### src/rtl/hph_pkg.sv
// Constants shared by the host port handshake block.
// Assumes a single 20 MHz system clock and host pins that arrive unsynchronised.
//
// How it works
// RULE_01: Strobe is NOT(strobe XOR) OR select.
// RULE_02: Ready held low while port deselected.
// RULE_03: Ready high on select while transfer finishes.
// RULE_04: Data read fetches word, ready high meanwhile.
// RULE_05: Second half-word rise starts transfer, ready high.
// RULE_06: Other accesses never raise ready.
// RULE_07: Host holds strobe until ready low.
// RULE_08: Selects latched at strobe or address-strobe fall.
// RULE_09: Address strobe optional, low across strobe fall.
// RULE_10: Strobe low and high two clocks minimum.
// RULE_11: Read drivers on after fall, off after rise.
// RULE_12: Ready falls one clock after read data.
// RULE_13: Write data captured at strobe rise.
// RULE_14: Host strobes pass two synchroniser stages.
package hph_pkg;

  // Access type codes on the select pair
  localparam logic [1:0] ACC_CTRL = 2'h0;
  localparam logic [1:0] ACC_DATA_INC = 2'h1;
  localparam logic [1:0] ACC_ADDR = 2'h2;
  localparam logic [1:0] ACC_DATA = 2'h3;

  // Layout of the vector that crosses the synchroniser
  localparam int SYNC_W = 23;
  localparam int POS_STB = 0;
  localparam int POS_CS = 1;
  localparam int POS_AS = 2;
  localparam int POS_ACC = 3;
  localparam int POS_RW = 5;
  localparam int POS_HW = 6;
  localparam int POS_DATA = 7;
  localparam int DATA_W = 16;

  // Reset values
  localparam logic [SYNC_W-1:0] SYNC_RST = 23'h000007;
  localparam logic [15:0] DATA_RST = 16'h0000;

  // Ready lags read data by about one clock period
  localparam int CLK_PERIOD_NS = 50;
  localparam int READY_LAG_NS = 50;
  localparam logic [1:0] READY_LAG_CYC =
    2'((READY_LAG_NS + CLK_PERIOD_NS - 1) / CLK_PERIOD_NS);

endpackage

### src/rtl/hph_sync_if.sv
// Carries the raw host pin vector to the synchroniser and the clean copy back.
// Assumes both ends run on the system clock.
`timescale 1ns/1ps
`default_nettype none
interface hph_sync_if;
  logic [hph_pkg::SYNC_W-1:0] raw;
  logic [hph_pkg::SYNC_W-1:0] sync;
  modport stage (input raw, output sync);
  modport user (output raw, input sync);
endinterface // hph_sync_if
`default_nettype wire

### src/rtl/hph_handshake.sv
// Handshake logic of the 16-bit host port: strobe, select capture, data drive, ready.
// Assumes the memory side supplies read words, fetch completion and transfer completion.
`timescale 1ns/1ps
`default_nettype none
module hph_handshake (
  // Clock and reset
  input wire logic clk_sys,
  input wire logic reset_n,
  // Host pins
  input wire logic port_select_n,
  input wire logic data_strobe_one,
  input wire logic data_strobe_two,
  input wire logic address_strobe_n,
  input wire logic [1:0] access_type_select,
  input wire logic read_write_select,
  input wire logic halfword_select,
  input wire logic [15:0] host_data_bus_in,
  output logic [15:0] host_data_bus_out,
  output logic host_data_bus_oe,
  output logic port_ready_n,
  // Memory side
  input wire logic [15:0] rd_word,
  input wire logic fetch_loaded,
  input wire logic xfer_done,
  output logic fetch_req,
  output logic xfer_req,
  output logic wr_strobe,
  output logic [15:0] wr_data,
  output logic [1:0] cur_access_type,
  output logic cur_read,
  output logic cur_halfword
);

  ////////////////////////////////////////////////////////////////////////////
  // Synchronised pins

  hph_sync_if pins ();

  logic comb_strobe;
  assign comb_strobe = ~(data_strobe_one ^ data_strobe_two) | port_select_n; // RULE_01
  assign pins.raw = {host_data_bus_in, halfword_select, read_write_select,
                     access_type_select, address_strobe_n, port_select_n, comb_strobe};

  hph_sync u_sync (
    .clk_sys(clk_sys),
    .reset_n(reset_n),
    .pins(pins)
  );

  logic stb_s;
  logic cs_s;
  logic as_s;
  logic [1:0] acc_s;
  logic rw_s;
  logic hw_s;
  logic [15:0] data_s;
  assign stb_s = pins.sync[hph_pkg::POS_STB];
  assign cs_s = pins.sync[hph_pkg::POS_CS];
  assign as_s = pins.sync[hph_pkg::POS_AS];
  assign acc_s = pins.sync[hph_pkg::POS_ACC +: 2];
  assign rw_s = pins.sync[hph_pkg::POS_RW];
  assign hw_s = pins.sync[hph_pkg::POS_HW];
  assign data_s = pins.sync[hph_pkg::POS_DATA +: hph_pkg::DATA_W];

  ////////////////////////////////////////////////////////////////////////////
  // Edge detection

  logic stb_q_ff;
  logic as_q_ff;
  always_ff @(posedge clk_sys or negedge reset_n) begin
    if (!reset_n) begin
      stb_q_ff <= 1'b1;
      as_q_ff <= 1'b1;
    end else begin
      stb_q_ff <= stb_s;
      as_q_ff <= as_s;
    end
  end

  logic stb_fall;
  logic stb_rise;
  logic as_fall;
  assign stb_fall = stb_q_ff & ~stb_s;
  assign stb_rise = ~stb_q_ff & stb_s;
  assign as_fall = as_q_ff & ~as_s;

  ////////////////////////////////////////////////////////////////////////////
  // Select capture; the address strobe, when used, takes precedence

  logic [1:0] acc_ff;
  logic rw_ff;
  logic hw_ff;
  logic as_held_ff;
  always_ff @(posedge clk_sys or negedge reset_n) begin
    if (!reset_n) begin
      acc_ff <= hph_pkg::ACC_CTRL;
      rw_ff <= 1'b1;
      hw_ff <= 1'b0;
      as_held_ff <= 1'b0;
    end else begin
      if (as_fall || (stb_fall && !as_held_ff)) begin
        acc_ff <= acc_s; // RULE_08
        rw_ff <= rw_s; // RULE_08
        hw_ff <= hw_s; // RULE_08
      end
      if (as_fall) begin
        as_held_ff <= 1'b1;
      end else if (stb_rise) begin
        as_held_ff <= 1'b0;
      end
    end
  end

  // Selects in force at the strobe fall, before the latch has updated
  logic [1:0] acc_eff;
  logic rw_eff;
  logic hw_eff;
  assign acc_eff = as_held_ff ? acc_ff : acc_s;
  assign rw_eff = as_held_ff ? rw_ff : rw_s;
  assign hw_eff = as_held_ff ? hw_ff : hw_s;

  logic is_data;
  assign is_data = (acc_eff == hph_pkg::ACC_DATA) || (acc_eff == hph_pkg::ACC_DATA_INC);

  ////////////////////////////////////////////////////////////////////////////
  // Data read fetch from the auxiliary channel

  logic fetch_start;
  assign fetch_start = stb_fall && rw_eff && is_data && !hw_eff;

  logic fetch_wait_ff;
  logic fetch_req_ff;
  logic [1:0] settle_ff;
  always_ff @(posedge clk_sys or negedge reset_n) begin
    if (!reset_n) begin
      fetch_wait_ff <= 1'b0;
      fetch_req_ff <= 1'b0;
    end else begin
      fetch_req_ff <= fetch_start; // RULE_04
      if (fetch_start) begin
        fetch_wait_ff <= 1'b1; // RULE_04
      end else if (fetch_loaded) begin
        fetch_wait_ff <= 1'b0;
      end
    end
  end

  // Lag beyond the one clock that the ready flop already adds after the data load
  always_ff @(posedge clk_sys or negedge reset_n) begin
    if (!reset_n) begin
      settle_ff <= 2'h0;
    end else if (fetch_loaded && fetch_wait_ff) begin
      settle_ff <= hph_pkg::READY_LAG_CYC; // RULE_12
    end else if (settle_ff != 2'h0) begin
      settle_ff <= settle_ff - 2'h1;
    end
  end

  ////////////////////////////////////////////////////////////////////////////
  // Read data drive

  logic [15:0] dout_ff;
  logic oe_ff;
  always_ff @(posedge clk_sys or negedge reset_n) begin
    if (!reset_n) begin
      dout_ff <= hph_pkg::DATA_RST;
    end else if ((stb_fall && rw_eff && !fetch_start) || (fetch_loaded && fetch_wait_ff)) begin
      dout_ff <= rd_word; // RULE_11
    end
  end

  always_ff @(posedge clk_sys or negedge reset_n) begin
    if (!reset_n) begin
      oe_ff <= 1'b0;
    end else if (stb_rise || cs_s) begin
      oe_ff <= 1'b0; // RULE_11
    end else if (stb_fall && rw_eff) begin
      oe_ff <= 1'b1; // RULE_11
    end
  end

  ////////////////////////////////////////////////////////////////////////////
  // Write capture and internal transfer

  logic wr_strobe_ff;
  logic [15:0] wr_data_ff;
  always_ff @(posedge clk_sys or negedge reset_n) begin
    if (!reset_n) begin
      wr_strobe_ff <= 1'b0;
      wr_data_ff <= hph_pkg::DATA_RST;
    end else begin
      wr_strobe_ff <= stb_rise && !rw_ff; // RULE_13
      if (stb_rise && !rw_ff) begin
        wr_data_ff <= data_s; // RULE_13
      end
    end
  end

  logic xfer_start;
  assign xfer_start = stb_rise && hw_ff &&
    ((!rw_ff && (acc_ff == hph_pkg::ACC_DATA || acc_ff == hph_pkg::ACC_DATA_INC)) ||
     (rw_ff && acc_ff == hph_pkg::ACC_DATA_INC));

  logic busy_ff;
  logic xfer_req_ff;
  always_ff @(posedge clk_sys or negedge reset_n) begin
    if (!reset_n) begin
      busy_ff <= 1'b0;
      xfer_req_ff <= 1'b0;
    end else begin
      xfer_req_ff <= xfer_start; // RULE_05
      // A completion in the same cycle as a new start leaves busy set
      if (xfer_start) begin
        busy_ff <= 1'b1; // RULE_05
      end else if (xfer_done) begin
        busy_ff <= 1'b0;
      end
    end
  end

  ////////////////////////////////////////////////////////////////////////////
  // Ready; fetch_start is included so ready never dips at the strobe fall

  logic ready_n_ff;
  logic nxt_ready_n;
  always_comb begin
    if (cs_s) begin
      nxt_ready_n = 1'b0; // RULE_02
    end else begin
      nxt_ready_n = busy_ff || fetch_wait_ff || fetch_start || (settle_ff > 2'h1); // RULE_03 RULE_06
    end
  end

  always_ff @(posedge clk_sys or negedge reset_n) begin
    if (!reset_n) begin
      ready_n_ff <= 1'b0;
    end else begin
      ready_n_ff <= nxt_ready_n;
    end
  end

  assign port_ready_n = ready_n_ff;
  assign host_data_bus_out = dout_ff;
  assign host_data_bus_oe = oe_ff;
  assign fetch_req = fetch_req_ff;
  assign xfer_req = xfer_req_ff;
  assign wr_strobe = wr_strobe_ff;
  assign wr_data = wr_data_ff;
  assign cur_access_type = acc_ff;
  assign cur_read = rw_ff;
  assign cur_halfword = hw_ff;

  ////////////////////////////////////////////////////////////////////////////
  // Assertions

  property p_strobe_sync;
    @(posedge clk_sys) disable iff (!reset_n)
    ##2 stb_s == $past(comb_strobe, 2);
  endproperty
  a_strobe_sync: assert property (p_strobe_sync) else $error("strobe sync mismatch"); // RULE_01 RULE_14

  property p_cs_gate;
    @(posedge clk_sys) disable iff (!reset_n)
    cs_s |=> !port_ready_n;
  endproperty
  a_cs_gate: assert property (p_cs_gate) else $error("ready high while deselected"); // RULE_02

  property p_busy_ready;
    @(posedge clk_sys) disable iff (!reset_n)
    busy_ff && !cs_s |=> port_ready_n;
  endproperty
  a_busy_ready: assert property (p_busy_ready) else $error("ready low while busy"); // RULE_03

  property p_fetch;
    @(posedge clk_sys) disable iff (!reset_n)
    fetch_start && !cs_s |=> fetch_req && fetch_wait_ff && port_ready_n;
  endproperty
  a_fetch: assert property (p_fetch) else $error("fetch not requested"); // RULE_04

  property p_xfer;
    @(posedge clk_sys) disable iff (!reset_n)
    xfer_start |=> xfer_req && busy_ff ##1 !xfer_req;
  endproperty
  a_xfer: assert property (p_xfer) else $error("transfer not started"); // RULE_05

  property p_quiet;
    @(posedge clk_sys) disable iff (!reset_n)
    !busy_ff && !fetch_wait_ff && !fetch_start && settle_ff == 2'h0 |=> !port_ready_n;
  endproperty
  a_quiet: assert property (p_quiet) else $error("ready raised without cause"); // RULE_06

  property p_select_latch;
    @(posedge clk_sys) disable iff (!reset_n)
    stb_fall && !as_held_ff && !as_fall |=> acc_ff == $past(acc_s) && rw_ff == $past(rw_s);
  endproperty
  a_select_latch: assert property (p_select_latch) else $error("selects not latched"); // RULE_08

  property p_oe_off;
    @(posedge clk_sys) disable iff (!reset_n)
    stb_rise |=> !host_data_bus_oe;
  endproperty
  a_oe_off: assert property (p_oe_off) else $error("bus driven after strobe rise"); // RULE_11

  property p_settle;
    @(posedge clk_sys) disable iff (!reset_n)
    fetch_loaded && fetch_wait_ff && !cs_s ##1 !cs_s
      |-> host_data_bus_out == $past(rd_word) && port_ready_n;
  endproperty
  a_settle: assert property (p_settle) else $error("ready before data settled"); // RULE_12

  // Data reaches the pins one clock after the load; ready follows one clock later
  property p_ready_lag;
    @(posedge clk_sys) disable iff (!reset_n)
    fetch_loaded && fetch_wait_ff && !fetch_start && !busy_ff && !cs_s
      ##1 !cs_s && !busy_ff && !fetch_start |=> !port_ready_n;
  endproperty
  a_ready_lag: assert property (p_ready_lag) else $error("ready late after read data"); // RULE_12

  property p_wr_cap;
    @(posedge clk_sys) disable iff (!reset_n)
    stb_rise && !rw_ff |=> wr_strobe && wr_data == $past(data_s);
  endproperty
  a_wr_cap: assert property (p_wr_cap) else $error("write data not captured"); // RULE_13

endmodule // hph_handshake
`default_nettype wire

### src/rtl/hph_sync.sv
// Two-stage synchroniser, one chain per bit of the host pin vector.
// Assumes inputs may change at any time relative to clk_sys.
`timescale 1ns/1ps
`default_nettype none
module hph_sync (
  // Clock and reset
  input wire logic clk_sys,
  input wire logic reset_n,
  // Pin vector
  hph_sync_if.stage pins
);

  logic [hph_pkg::SYNC_W-1:0] meta_ff;
  logic [hph_pkg::SYNC_W-1:0] sync_ff;

  // First stage is read only by the second
  for (genvar i = 0; i < hph_pkg::SYNC_W; i++) begin : g_bit
    always_ff @(posedge clk_sys or negedge reset_n) begin
      if (!reset_n) begin
        meta_ff[i] <= hph_pkg::SYNC_RST[i];
        sync_ff[i] <= hph_pkg::SYNC_RST[i];
      end else begin
        meta_ff[i] <= pins.raw[i]; // RULE_14
        sync_ff[i] <= meta_ff[i]; // RULE_14
      end
    end
  end

  assign pins.sync = sync_ff;

endmodule // hph_sync
`default_nettype wire

### config.mk
export PLATFORM = sky130hd
export DESIGN_NAME = hph_handshake
export DESIGN_NICKNAME = d
export VERILOG_FILES = /design/src/rtl/hph_pkg.sv /design/src/rtl/hph_sync_if.sv /design/src/rtl/hph_handshake.sv /design/src/rtl/hph_sync.sv
export SDC_FILE = /design/constraint.sdc
export NUM_CORES = 1
export LEC_CHECK = 0
export BUFFER_PORTS_ARGS = -buffer_cell sky130_fd_sc_hd__buf_4
export CORE_UTILIZATION = 42
export DETAILED_ROUTE_END_ITERATION = 10
export PLACE_DENSITY = 0.69
export SYNTH_ARGS = -nofsm -noshare
export SYNTH_HDL_FRONTEND = slang
export SYNTH_SLANG_ARGS = --single-unit
### constraint.sdc
create_clock -name clk_sys -period 1.8 [get_ports clk_sys]
set_input_delay 0.18 -clock clk_sys [delete_from_list [all_inputs] [get_ports clk_sys]]
set_output_delay 0.18 -clock clk_sys [all_outputs]
set_load 0.005 [all_outputs]
==> impl_metrics.env, run 1 <==
export IMPL_tightest_slew_ns=0.4978
export IMPL_wl_met1_mm=2.096
export IMPL_syn_area_um2=3047
export IMPL_fin_area_um2=4278
export IMPL_stdcell_count=393
export IMPL_htree_levels=3
export IMPL_layout_min_cycle_time_ns=1.731
export IMPL_clk_pin_slew_ns=0.09
export IMPL_die_h_um=87.17
export IMPL_gp_congestion=0.7965
export IMPL_initial_core_util=0.4411
export IMPL_ir_drop_v=0.0006750
export IMPL_hold_viol_final=0
export IMPL_avgRoutedWirePerCell_um=12.58
export IMPL_fin_crit_sh=0.9617
export IMPL_clockBufferDepth=2
export IMPL_syn_instance_count=171
export IMPL_ios=85
export IMPL_synth_cell_types=22
export IMPL_globalRouteTotalUtil=0.1458
export IMPL_synth_warnings=0
export IMPL_finalSetupViolCount=0
export IMPL_synth_edff_count=0
export IMPL_core_um2=6907
export IMPL_dp_hpwl_mm=3.320
export IMPL_power_mw=5.390
export IMPL_syn_nets=217
export IMPL_critPathKind="reg -> reg"
export IMPL_fin_setup_tns_ns=0
export IMPL_grt_pass1_vias=1743
export IMPL_dr_pass1_iters=3
export IMPL_setup_worst_path_end_class="flop"
export IMPL_worstPathMaxFanout=16
export IMPL_rsz0062_at_grt="no"
export IMPL_drc=0
export IMPL_finClkSkew_ns=0.008371
export IMPL_min_from="rd_word[8]"
export IMPL_fillers=580
export IMPL_io_buffers=84
export IMPL_cts_tree="yes"
export IMPL_crit_required_ns=2.03
export IMPL_cts_buffers=9
export IMPL_grt_pass1_wl_mm=8.052
export IMPL_routed_wl_mm=4.944
export IMPL_vias=1717
export IMPL_antenna_found_initial=0
export IMPL_die_area_um2=7599
export IMPL_hold_class="in -> reg"
export IMPL_maxCapViolCount=0
export IMPL_ant_nets=0
export IMPL_synth_ff_latch_count=94
export IMPL_min_path_cells=2
export IMPL_powerDensity_nw_per_um2=1260
export IMPL_cts_sinks=94
export IMPL_grt_max_degree=94
export IMPL_dieWidth_um=87.17
export IMPL_avgSynthCellArea_um2=17.82
export IMPL_timing_rr_start="as_held_ff$_DFFE_PN0P_"
export IMPL_critPathLaunchType="flop"
export IMPL_fin_nets=338
export IMPL_hold_ws_ns=0.05245
export IMPL_antennaDiodeCount=0
export IMPL_wl_met2_mm=2.499
export IMPL_synth_top_area_frac=0.6982
export IMPL_power_leakage_nw=2.001
export IMPL_r2r_slack_ns=0.07
export IMPL_relSlewSlack=0.6674
export IMPL_met3_wirelength_um=227
export IMPL_max_freq_ghz=0.5777
export IMPL_clk_latency_ns=0.35
export IMPL_cts_setup_buffers=0
export IMPL_ys_async_sr_fraction=1.000
export IMPL_hold_end="host_data_bus_out[8]$_DFFE_PN0P_"
export IMPL_status="completed"
export IMPL_rows=30
export IMPL_seq_area_frac_synth=0.7758
export IMPL_layout_drive_gt1_share=0.5152
export IMPL_yosysTopAreaCell="dfrtp_1"
export IMPL_syn2layout_area_growth_pct=40.41
export IMPL_ys_top_cells_by_area="dfrtp_1 (70%), mux2_2 (14%), dfstp_2 (7.8%)"
export IMPL_clockRootBuffer="clkbuf_8"
export IMPL_via_per_inst=4.369
export IMPL_placed_area_um2=3851
export IMPL_placed_cells=353
export IMPL_arrival_ns=1.96
export IMPL_reg2reg_to="host_data_bus_out[2]$_DFFE_PN0P_"
export IMPL_highest_layer="met4"
export IMPL_reg2reg_depth=4
export IMPL_slew_violations=0
export IMPL_synth_ff_type="dfrtp_1"
export IMPL_first_iter_violations=48
export IMPL_grt_overflow_total=0
## final cells by class
cell class                 instances  area (µm²)  area share
sequential                        94        2365      0.5528
timing repair buffer             112       938.4      0.2194
multi-input combinational         69       646.9      0.1512
clock buffer                      12       155.1     0.03627
tap                               96       120.1     0.02808
clock inverter                     4       30.03    0.007020
inverter                           6       22.52    0.005265
## what timing repair did
item	CTS	global route
gates resized for setup	0	1
hold buffers	24	0
endpoints found under the hold margin	109	0
setup endpoints to repair	0	4
## stage by stage
step                  util  setup slack, ns
finish              0.6194          0.06900
global route        0.6194          0.01594
CTS                 0.6192          0.04929
detailed placement  0.5576          0.07053
global placement    0.5576          0.09825
floorplan                -        0.0008333
## placed cells by master (no fill, tap or decap), drive strengths merged, types with 3 or more instances in the layout
master / n
nand2b: 5
nor2: 3
dfrtp: 85
mux2: 37
dfstp: 9
a21oi: 4
clkbuf: 12
inv: 7
nand2: 5
buf: 88
dlygate4sd3: 24
## kinds of logic after synthesis
family	synth area share
adder cells (fa/ha/maj)	0.008212
buffers and inverters	0.01273
multiplexers	0.1400
AND/OR/NAND/NOR	0.02793
XOR/XNOR	0.005751
AO/OA/AOI/OAI	0.02957
flip-flops	0.7758
## state kept, by name, indices dropped and copies added (netlist names), 2 cells and up
name               cells
host_data_bus_out     16
wr_data               16
u_sync.meta_ff        23
u_sync.pins.sync      23
cur_access_type        2
settle_ff              2
## where the power goes
group | leakage, nW | switching, mW | total [mW] | internal (mW)
clock network | 0.0930 | 0.670 | 1.25 | 0.583
registers | 1.10 | 0.232 | 2.80 | 2.57
logic | 0.809 | 0.448 | 1.34 | 0.889
## worst max-delay path by stage
stage	from	depth (start not counted)	endpoint
after floorplan	as_held_ff$_DFFE_PN0P_	4	host_data_bus_out[10]$_DFFE_PN0P_
after global placement	as_held_ff$_DFFE_PN0P_	4	host_data_bus_out[9]$_DFFE_PN0P_
after detailed placement	as_held_ff$_DFFE_PN0P_	4	host_data_bus_out[14]$_DFFE_PN0P_
after CTS	as_held_ff$_DFFE_PN0P_	4	host_data_bus_out[4]$_DFFE_PN0P_
after global routing	as_held_ff$_DFFE_PN0P_	4	host_data_bus_out[4]$_DFFE_PN0P_
final	as_held_ff$_DFFE_PN0P_	4	host_data_bus_out[2]$_DFFE_PN0P_
## synthesized netlist by cell type, drive strengths merged (2+ instances only)
cell type,n
dfrtp,85
mux2,37
dfstp,9
inv,6
nand2,5
nand2b,5
a21oi,4
nor2,3
a211oi,2
buf,2
ha,2
xor2,2
## critical path, stage by stage, from the launching register on
cell	delay, ns
dfrtp_2	0.45
and3b_2	0.24
o41ai_4	0.37
buf_12	0.20
mux2_2	0.34
## routing by layer
metal  global-route usage  up-vias
met4              0.08048        0
met1               0.1813      839
met5                    0        -
met3              0.04550       12
met2               0.2283       52
li1                     -      814
Note: power is estimated with default switching activity, not from simulation.
==> run 2, diff against run 1 <==
--- a/config.mk
+++ b/config.mk
@@ -9,6 +9,7 @@
 export CORE_UTILIZATION = 42
 export DETAILED_ROUTE_END_ITERATION = 10
 export PLACE_DENSITY = 0.69
+export SETUP_SLACK_MARGIN = 0.5
 export SYNTH_ARGS = -nofsm -noshare
 export SYNTH_HDL_FRONTEND = slang
 export SYNTH_SLANG_ARGS = --single-unit
==> run 2 against run 1 <==
  * Highest routed layer unchanged
  * Clock power rose by 4%
  * Critical path type unchanged
  * Cell area rose by 6.0%
  * Sequential power barely moved
==> impl_metrics.env, run 2 (synthesized netlist as in run 1, its figures left out) <==
export IMPL_final_util=0.6565
export IMPL_ir_drop_v=0.0006234
export IMPL_finClkSkew_ns=0.009940
export IMPL_placed_area_um2=3859
export IMPL_initial_core_util=0.4411
export IMPL_fin_area_um2=4534
export IMPL_clockRootBuffer="clkbuf_8"
export IMPL_setup_worst_path_end_class="flop"
export IMPL_fillers=523
export IMPL_arrival_ns=1.97
export IMPL_routed_wl_mm=5.803
export IMPL_cts_buffers=9
export IMPL_layout_min_cycle_time_ns=1.730
export IMPL_via_per_inst=4.535
export IMPL_crit_family="flip-flops"
export IMPL_critPathKind="reg -> reg"
export IMPL_clockBufferDepth=2
export IMPL_maxCapViolCount=0
export IMPL_layout_drive_gt1_share=0.5523
export IMPL_worstPathMaxFanout=16
export IMPL_slowest_stage="dfrtp_2"
export IMPL_grt_pass1_wl_mm=9.466
export IMPL_critPathBufInv=1
export IMPL_fin_nets=347
export IMPL_pre_cts_slack_ns=0.06272
export IMPL_max_freq_ghz=0.5780
export IMPL_ios=85
export IMPL_crit_required_ns=2.04
export IMPL_antenna_found_initial=0
export IMPL_fin_crit_sh=0.9611
export IMPL_grt_use_met3=0.06445
export IMPL_first_iter_violations=39
export IMPL_htree_levels=3
export IMPL_globalRouteTotalUtil=0.1710
export IMPL_path_cells="and3b_2 > o41ai_4 > buf_12 > mux2_2"
export IMPL_grt_max_degree=95
export IMPL_tightest_slew_ns=0.4780
export IMPL_fin_setup_tns_ns=0
export IMPL_hold_ws_ns=0.002503
export IMPL_cts_tree="yes"
export IMPL_clk_pin_slew_ns=0.10
export IMPL_critPathLaunchType="flop"
export IMPL_antennaDiodeCount=0
export IMPL_finalWorstSetupSlack_ns=0.06994
export IMPL_power_leakage_nw=2.152
export IMPL_rsz0062_at_grt="yes"
export IMPL_gp_congestion=0.7432
export IMPL_dr_pass1_iters=4
export IMPL_met2_usage=0.2856
export IMPL_avgRoutedWirePerCell_um=14.44
export IMPL_hold_viol_final=0
export IMPL_mostFrequentLayoutCells="buf_4 (86), dfrtp_1 (84), dlygate4sd3_1 (24)"
export IMPL_grt_pass1_vias=1952
export IMPL_dp_hpwl_mm=3.330
export IMPL_die_area_um2=7599
export IMPL_vias=1823
export IMPL_layout_commonest_cell="buf_4"
export IMPL_ant_nets=0
export IMPL_cts_sinks=94
export IMPL_relSlewSlack=0.6813
export IMPL_finalSetupViolCount=0
export IMPL_io_buffers=84
export IMPL_core_um2=6907
export IMPL_grt_busiest_layer="met2"
export IMPL_slew_violations=0
export IMPL_dieWidth_um=87.17
export IMPL_syn2layout_area_growth_pct=48.83
export IMPL_clk_latency_ns=0.36
export IMPL_status="completed"
export IMPL_drc=0
export IMPL_met1_usage=0.2047
export IMPL_powerDensity_nw_per_um2=1246
export IMPL_die_h_um=87.17
export IMPL_rows=30
export IMPL_grt_overflow_total=0
export IMPL_critPathMaxStageDelay_ns=0.45
export IMPL_hold_class="in -> reg"
run 2: cell types whose count changed in the layout (fill, tap and decap cells not counted), sizes merged:
cell      change
buf           +9
clkbuf        -2
clkinv        -1
inv           +2
clkinvlp      +1
run 2: per-stage QoR:
stage,power [mW],instances
2_1_floorplan,3.359,171
3_3_place_gp,4.127,353
3_5_place_dp,4.174,353
4_1_cts,5.660,399
5_1_grt,5.991,402
6_report,5.649,402
run 2: power breakdown:
group / switching (mW) / internal (mW) / total, mW
clock: 0.743 / 0.561 / 1.30
sequential: 0.255 / 2.57 / 2.82
combinational: 0.492 / 1.03 / 1.52
total: 1.49 / 4.16 / 5.65
run 2: worst reg2reg max path: cells and delay by family, from the launching register on:
kind | cells | cell delay, ns
AOI/OAI and AO/OA | 1 | 0.38
buffers and inverters | 1 | 0.20
DFF | 1 | 0.45
muxes | 1 | 0.35
and+or+nand+nor | 1 | 0.24
run 2: worst paths after layout:
check / depth (start not counted) / slack (ns) / end / startpoint
setup reg to reg: 4 / 0.07 / host_data_bus_out[8]$_DFFE_PN0P_ / as_held_ff$_DFFE_PN0P_
min in group asynchronous: 3 / 0.40 / fetch_wait_ff$_DFFE_PN0P_ / reset_n
hold / removal: 2 / 0.003 / fetch_wait_ff$_DFFE_PN0P_ / fetch_loaded
hold reg to reg: 0 / 0.35 / u_sync.pins.sync[18]$_DFF_PN0_ / u_sync.meta_ff[18]$_DFF_PN0_
setup / recovery: 4 / 0.07 / host_data_bus_out[8]$_DFFE_PN0P_ / as_held_ff$_DFFE_PN0P_
max in group asynchronous: 3 / 1.02 / u_sync.pins.sync[1]$_DFF_PN1_ / reset_n
run 2: per-layer routing:
layer  vias to the layer above  wire length (µm)  share of wire
met5                         -                 0              0
met3                         7               315          0.054
met2                        59              3026           0.52
met1                       923              2382           0.41
li1                        834                 -              -
met4                         0                78          0.013
run 2: what timing repair did:
item                       CTS  global route
gates cloned                 2             0
pin swaps                    1             4
hold endpoints to repair   108             0
resized for setup           19            13
hold buffers                24             0
setup endpoints to repair   38            42
setup buffers                4             3
run 2: layout make-up:
type | instances | area, µm² | area share
multi-input combinational | 69 | 750.7 | 0.1656
inverter | 6 | 22.52 | 0.004967
timing repair buffer | 121 | 1086 | 0.2395
sequential | 94 | 2365 | 0.5215
clock buffer | 10 | 137.6 | 0.03035
tap | 96 | 120.1 | 0.02649
clock inverter | 6 | 52.55 | 0.01159
==> run 3, diff against run 2 <==
--- a/config.mk
+++ b/config.mk
@@ -6,9 +6,9 @@
 export NUM_CORES = 1
 export LEC_CHECK = 0
 export BUFFER_PORTS_ARGS = -buffer_cell sky130_fd_sc_hd__buf_4
-export CORE_UTILIZATION = 42
+export CORE_UTILIZATION = 46
 export DETAILED_ROUTE_END_ITERATION = 10
-export PLACE_DENSITY = 0.69
+export PLACE_DENSITY = 0.75
 export SETUP_SLACK_MARGIN = 0.5
 export SYNTH_ARGS = -nofsm -noshare
 export SYNTH_HDL_FRONTEND = slang
==> run 3 against run 2 <==
  * Non-clock buffer count unchanged
  * Combinational power barely moved
  * Critical path depth unchanged
  * Largest power group unchanged
  * Cell area down 0.11%
  * Global-route usage grew 1.8 points
  * Count of clock-buffer cells in the layout is the same
  * Maximum frequency fell by 1.3%
  * Final cell count fell by 4.7%
  * Clock skew fell by 0.0032 ns
  * Die area down 8.5%
  * Power rose by 6.3%
==> impl_metrics.env, run 3 (synthesized netlist as in run 1, its figures left out) <==
export IMPL_status="completed"
export IMPL_layout_commonest_cell="buf_4"
export IMPL_r2r_slack_ns=0.05
export IMPL_dp_hpwl_mm=3.572
export IMPL_multi_input_area_um2=740.7
export IMPL_critPathMaxStageDelay_ns=0.46
export IMPL_layout_drive_gt1_share=0.5425
export IMPL_drc=0
export IMPL_core_um2=6386
export IMPL_globalRouteTotalUtil=0.1887
export IMPL_via_per_inst=4.700
export IMPL_grt_max_degree=45
export IMPL_fillers=414
export IMPL_switching_power_mw=1.483
export IMPL_first_iter_violations=53
export IMPL_placed_cells=336
export IMPL_pwr_share_clk=0.275
export IMPL_grt_pass1_vias=2018
export IMPL_p_int_mw=4.523
export IMPL_slowest_stage="dfrtp_2"
export IMPL_relSlewSlack=0.6268
export IMPL_die_h_um=83.39
export IMPL_io_buffers=84
export IMPL_gp_congestion=0.7548
export IMPL_routed_wl_mm=5.870
export IMPL_clk_latency_ns=0.35
export IMPL_cts_buffers=9
export IMPL_p_comb_frac=0.255
export IMPL_path_depth=4
export IMPL_min_path_cells=2
export IMPL_cts_sinks=94
export IMPL_power_leakage_nw=2.164
export IMPL_power_frac_seq=0.470
export IMPL_die_area_um2=6953
export IMPL_dieWidth_um=83.39
export IMPL_htree_levels=3
export IMPL_clockRootBuffer="clkbuf_8"
export IMPL_dr_pass1_iters=4
export IMPL_maxCapViolCount=0
export IMPL_min_from="fetch_loaded"
export IMPL_layout_min_cycle_time_ns=1.753
export IMPL_hold_class="in -> reg"
export IMPL_setup_worst_path_end_class="flop"
export IMPL_placed_area_um2=3850
export IMPL_vias=1800
export IMPL_max_freq_ghz=0.5704
export IMPL_grt_overflow_total=0
export IMPL_powerDensity_nw_per_um2=1326
export IMPL_path_cells="and3b_2 > o41ai_4 > buf_12 > mux2_2"
export IMPL_finalSetupViolCount=0
export IMPL_finClkSkew_ns=0.006694
export IMPL_crit_family="flip-flops"
export IMPL_rows=29
export IMPL_ant_nets=0
export IMPL_swShare=0.2469
export IMPL_hold_ws_ns=0.02583
export IMPL_rsz0062_at_grt="yes"
export IMPL_startpoint="as_held_ff$_DFFE_PN0P_"
export IMPL_fin_nets=347
export IMPL_antennaDiodeCount=0
export IMPL_stdcell_count=383
export IMPL_tightest_slew_ns=0.5598
export IMPL_slew_violations=0
export IMPL_clockBufferDepth=2
export IMPL_hold_viol_final=0
export IMPL_reg2reg_to="host_data_bus_out[3]$_DFFE_PN0P_"
export IMPL_initial_core_util=0.4771
export IMPL_seqCellArea_um2=2365
export IMPL_fin_area_um2=4529
export IMPL_worstSetupEndpoint="host_data_bus_out[3]$_DFFE_PN0P_"
export IMPL_crit_required_ns=2.04
export IMPL_critPathLaunchType="flop"
export IMPL_mostFrequentLayoutCells="buf_4 (88), dfrtp_1 (84), dlygate4sd3_1 (24)"
export IMPL_arrival_ns=1.99
export IMPL_antenna_found_initial=0
export IMPL_reg2reg_depth=4
export IMPL_ir_drop_v=0.0008828
export IMPL_critPathKind="reg -> reg"
export IMPL_ios=85
export IMPL_fin_crit_sh=0.9739
export IMPL_fin_setup_tns_ns=0
export IMPL_cts_tree="yes"
export IMPL_grt_pass1_wl_mm=9.873
export IMPL_syn2layout_area_growth_pct=48.67
export IMPL_critPathBufInv=1
export IMPL_avgRoutedWirePerCell_um=15.33
export IMPL_worstPathMaxFanout=16
export IMPL_timing_rr_start="as_held_ff$_DFFE_PN0P_"
export IMPL_clk_pin_slew_ns=0.09
[run 3: final cells by class]
type,instances,area share
sequential,94,0.5221
clock buffer,10,0.02818
multi-input combinational,69,0.1635
tap,77,0.02127
inverter,6,0.004972
timing repair buffer,121,0.2343
clock inverter,6,0.02569
[run 3: power by group through the flow]
stage | combinational [mW] | sequential, mW | clock (mW)
6_report | 1.53 | 2.82 | 1.65
3_5_place_dp | 1.33 | 2.85 | 0
5_1_grt | 1.67 | 2.88 | 1.79
2_1_floorplan | 0.510 | 2.85 | 0
4_1_cts | 1.50 | 2.82 | 1.69
3_3_place_gp | 1.30 | 2.83 | 0
[run 3: per-layer routing]
| layer | track usage | up-vias | wire, µm |
|---|---|---|---|
| met5 | 0 | - | 0 |
| met4 | 0.07994 | 0 | 85 |
| li1 | - | 832 | - |
| met1 | 0.2364 | 900 | 2419 |
| met3 | 0.05070 | 10 | 314 |
| met2 | 0.3107 | 58 | 3051 |
[run 3: worst min-delay path by stage]
stage | slack [ns] | to
5_1_grt | 0.02 | fetch_wait_ff$_DFFE_PN0P_
6_report | 0.03 | fetch_wait_ff$_DFFE_PN0P_
3_5_place_dp | 0.21 | u_sync.pins.sync[11]$_DFF_PN0_
4_1_cts | 0.01 | fetch_wait_ff$_DFFE_PN0P_
2_1_floorplan | -0.12 | as_held_ff$_DFFE_PN0P_
3_3_place_gp | 0.20 | u_sync.pins.sync[11]$_DFF_PN0_
[run 3: per-stage QoR]
step             util  power (mW)  setup WS [ns]
6_report       0.7092       6.006        0.04698
5_1_grt        0.7092       6.348        0.01726
4_1_cts        0.7040       6.008        0.04725
3_5_place_dp   0.6029       4.186        0.04588
3_3_place_gp   0.6029       4.128         0.1067
2_1_floorplan       -       3.359      0.0008333
[run 3: what timing repair did]
item,CTS,global route
setup buffers,5,0
pin swaps,1,1
hold buffers,24,0
setup endpoints to repair,39,42
gates cloned,2,0
resized for setup,19,9
endpoints found under the hold margin,56,0
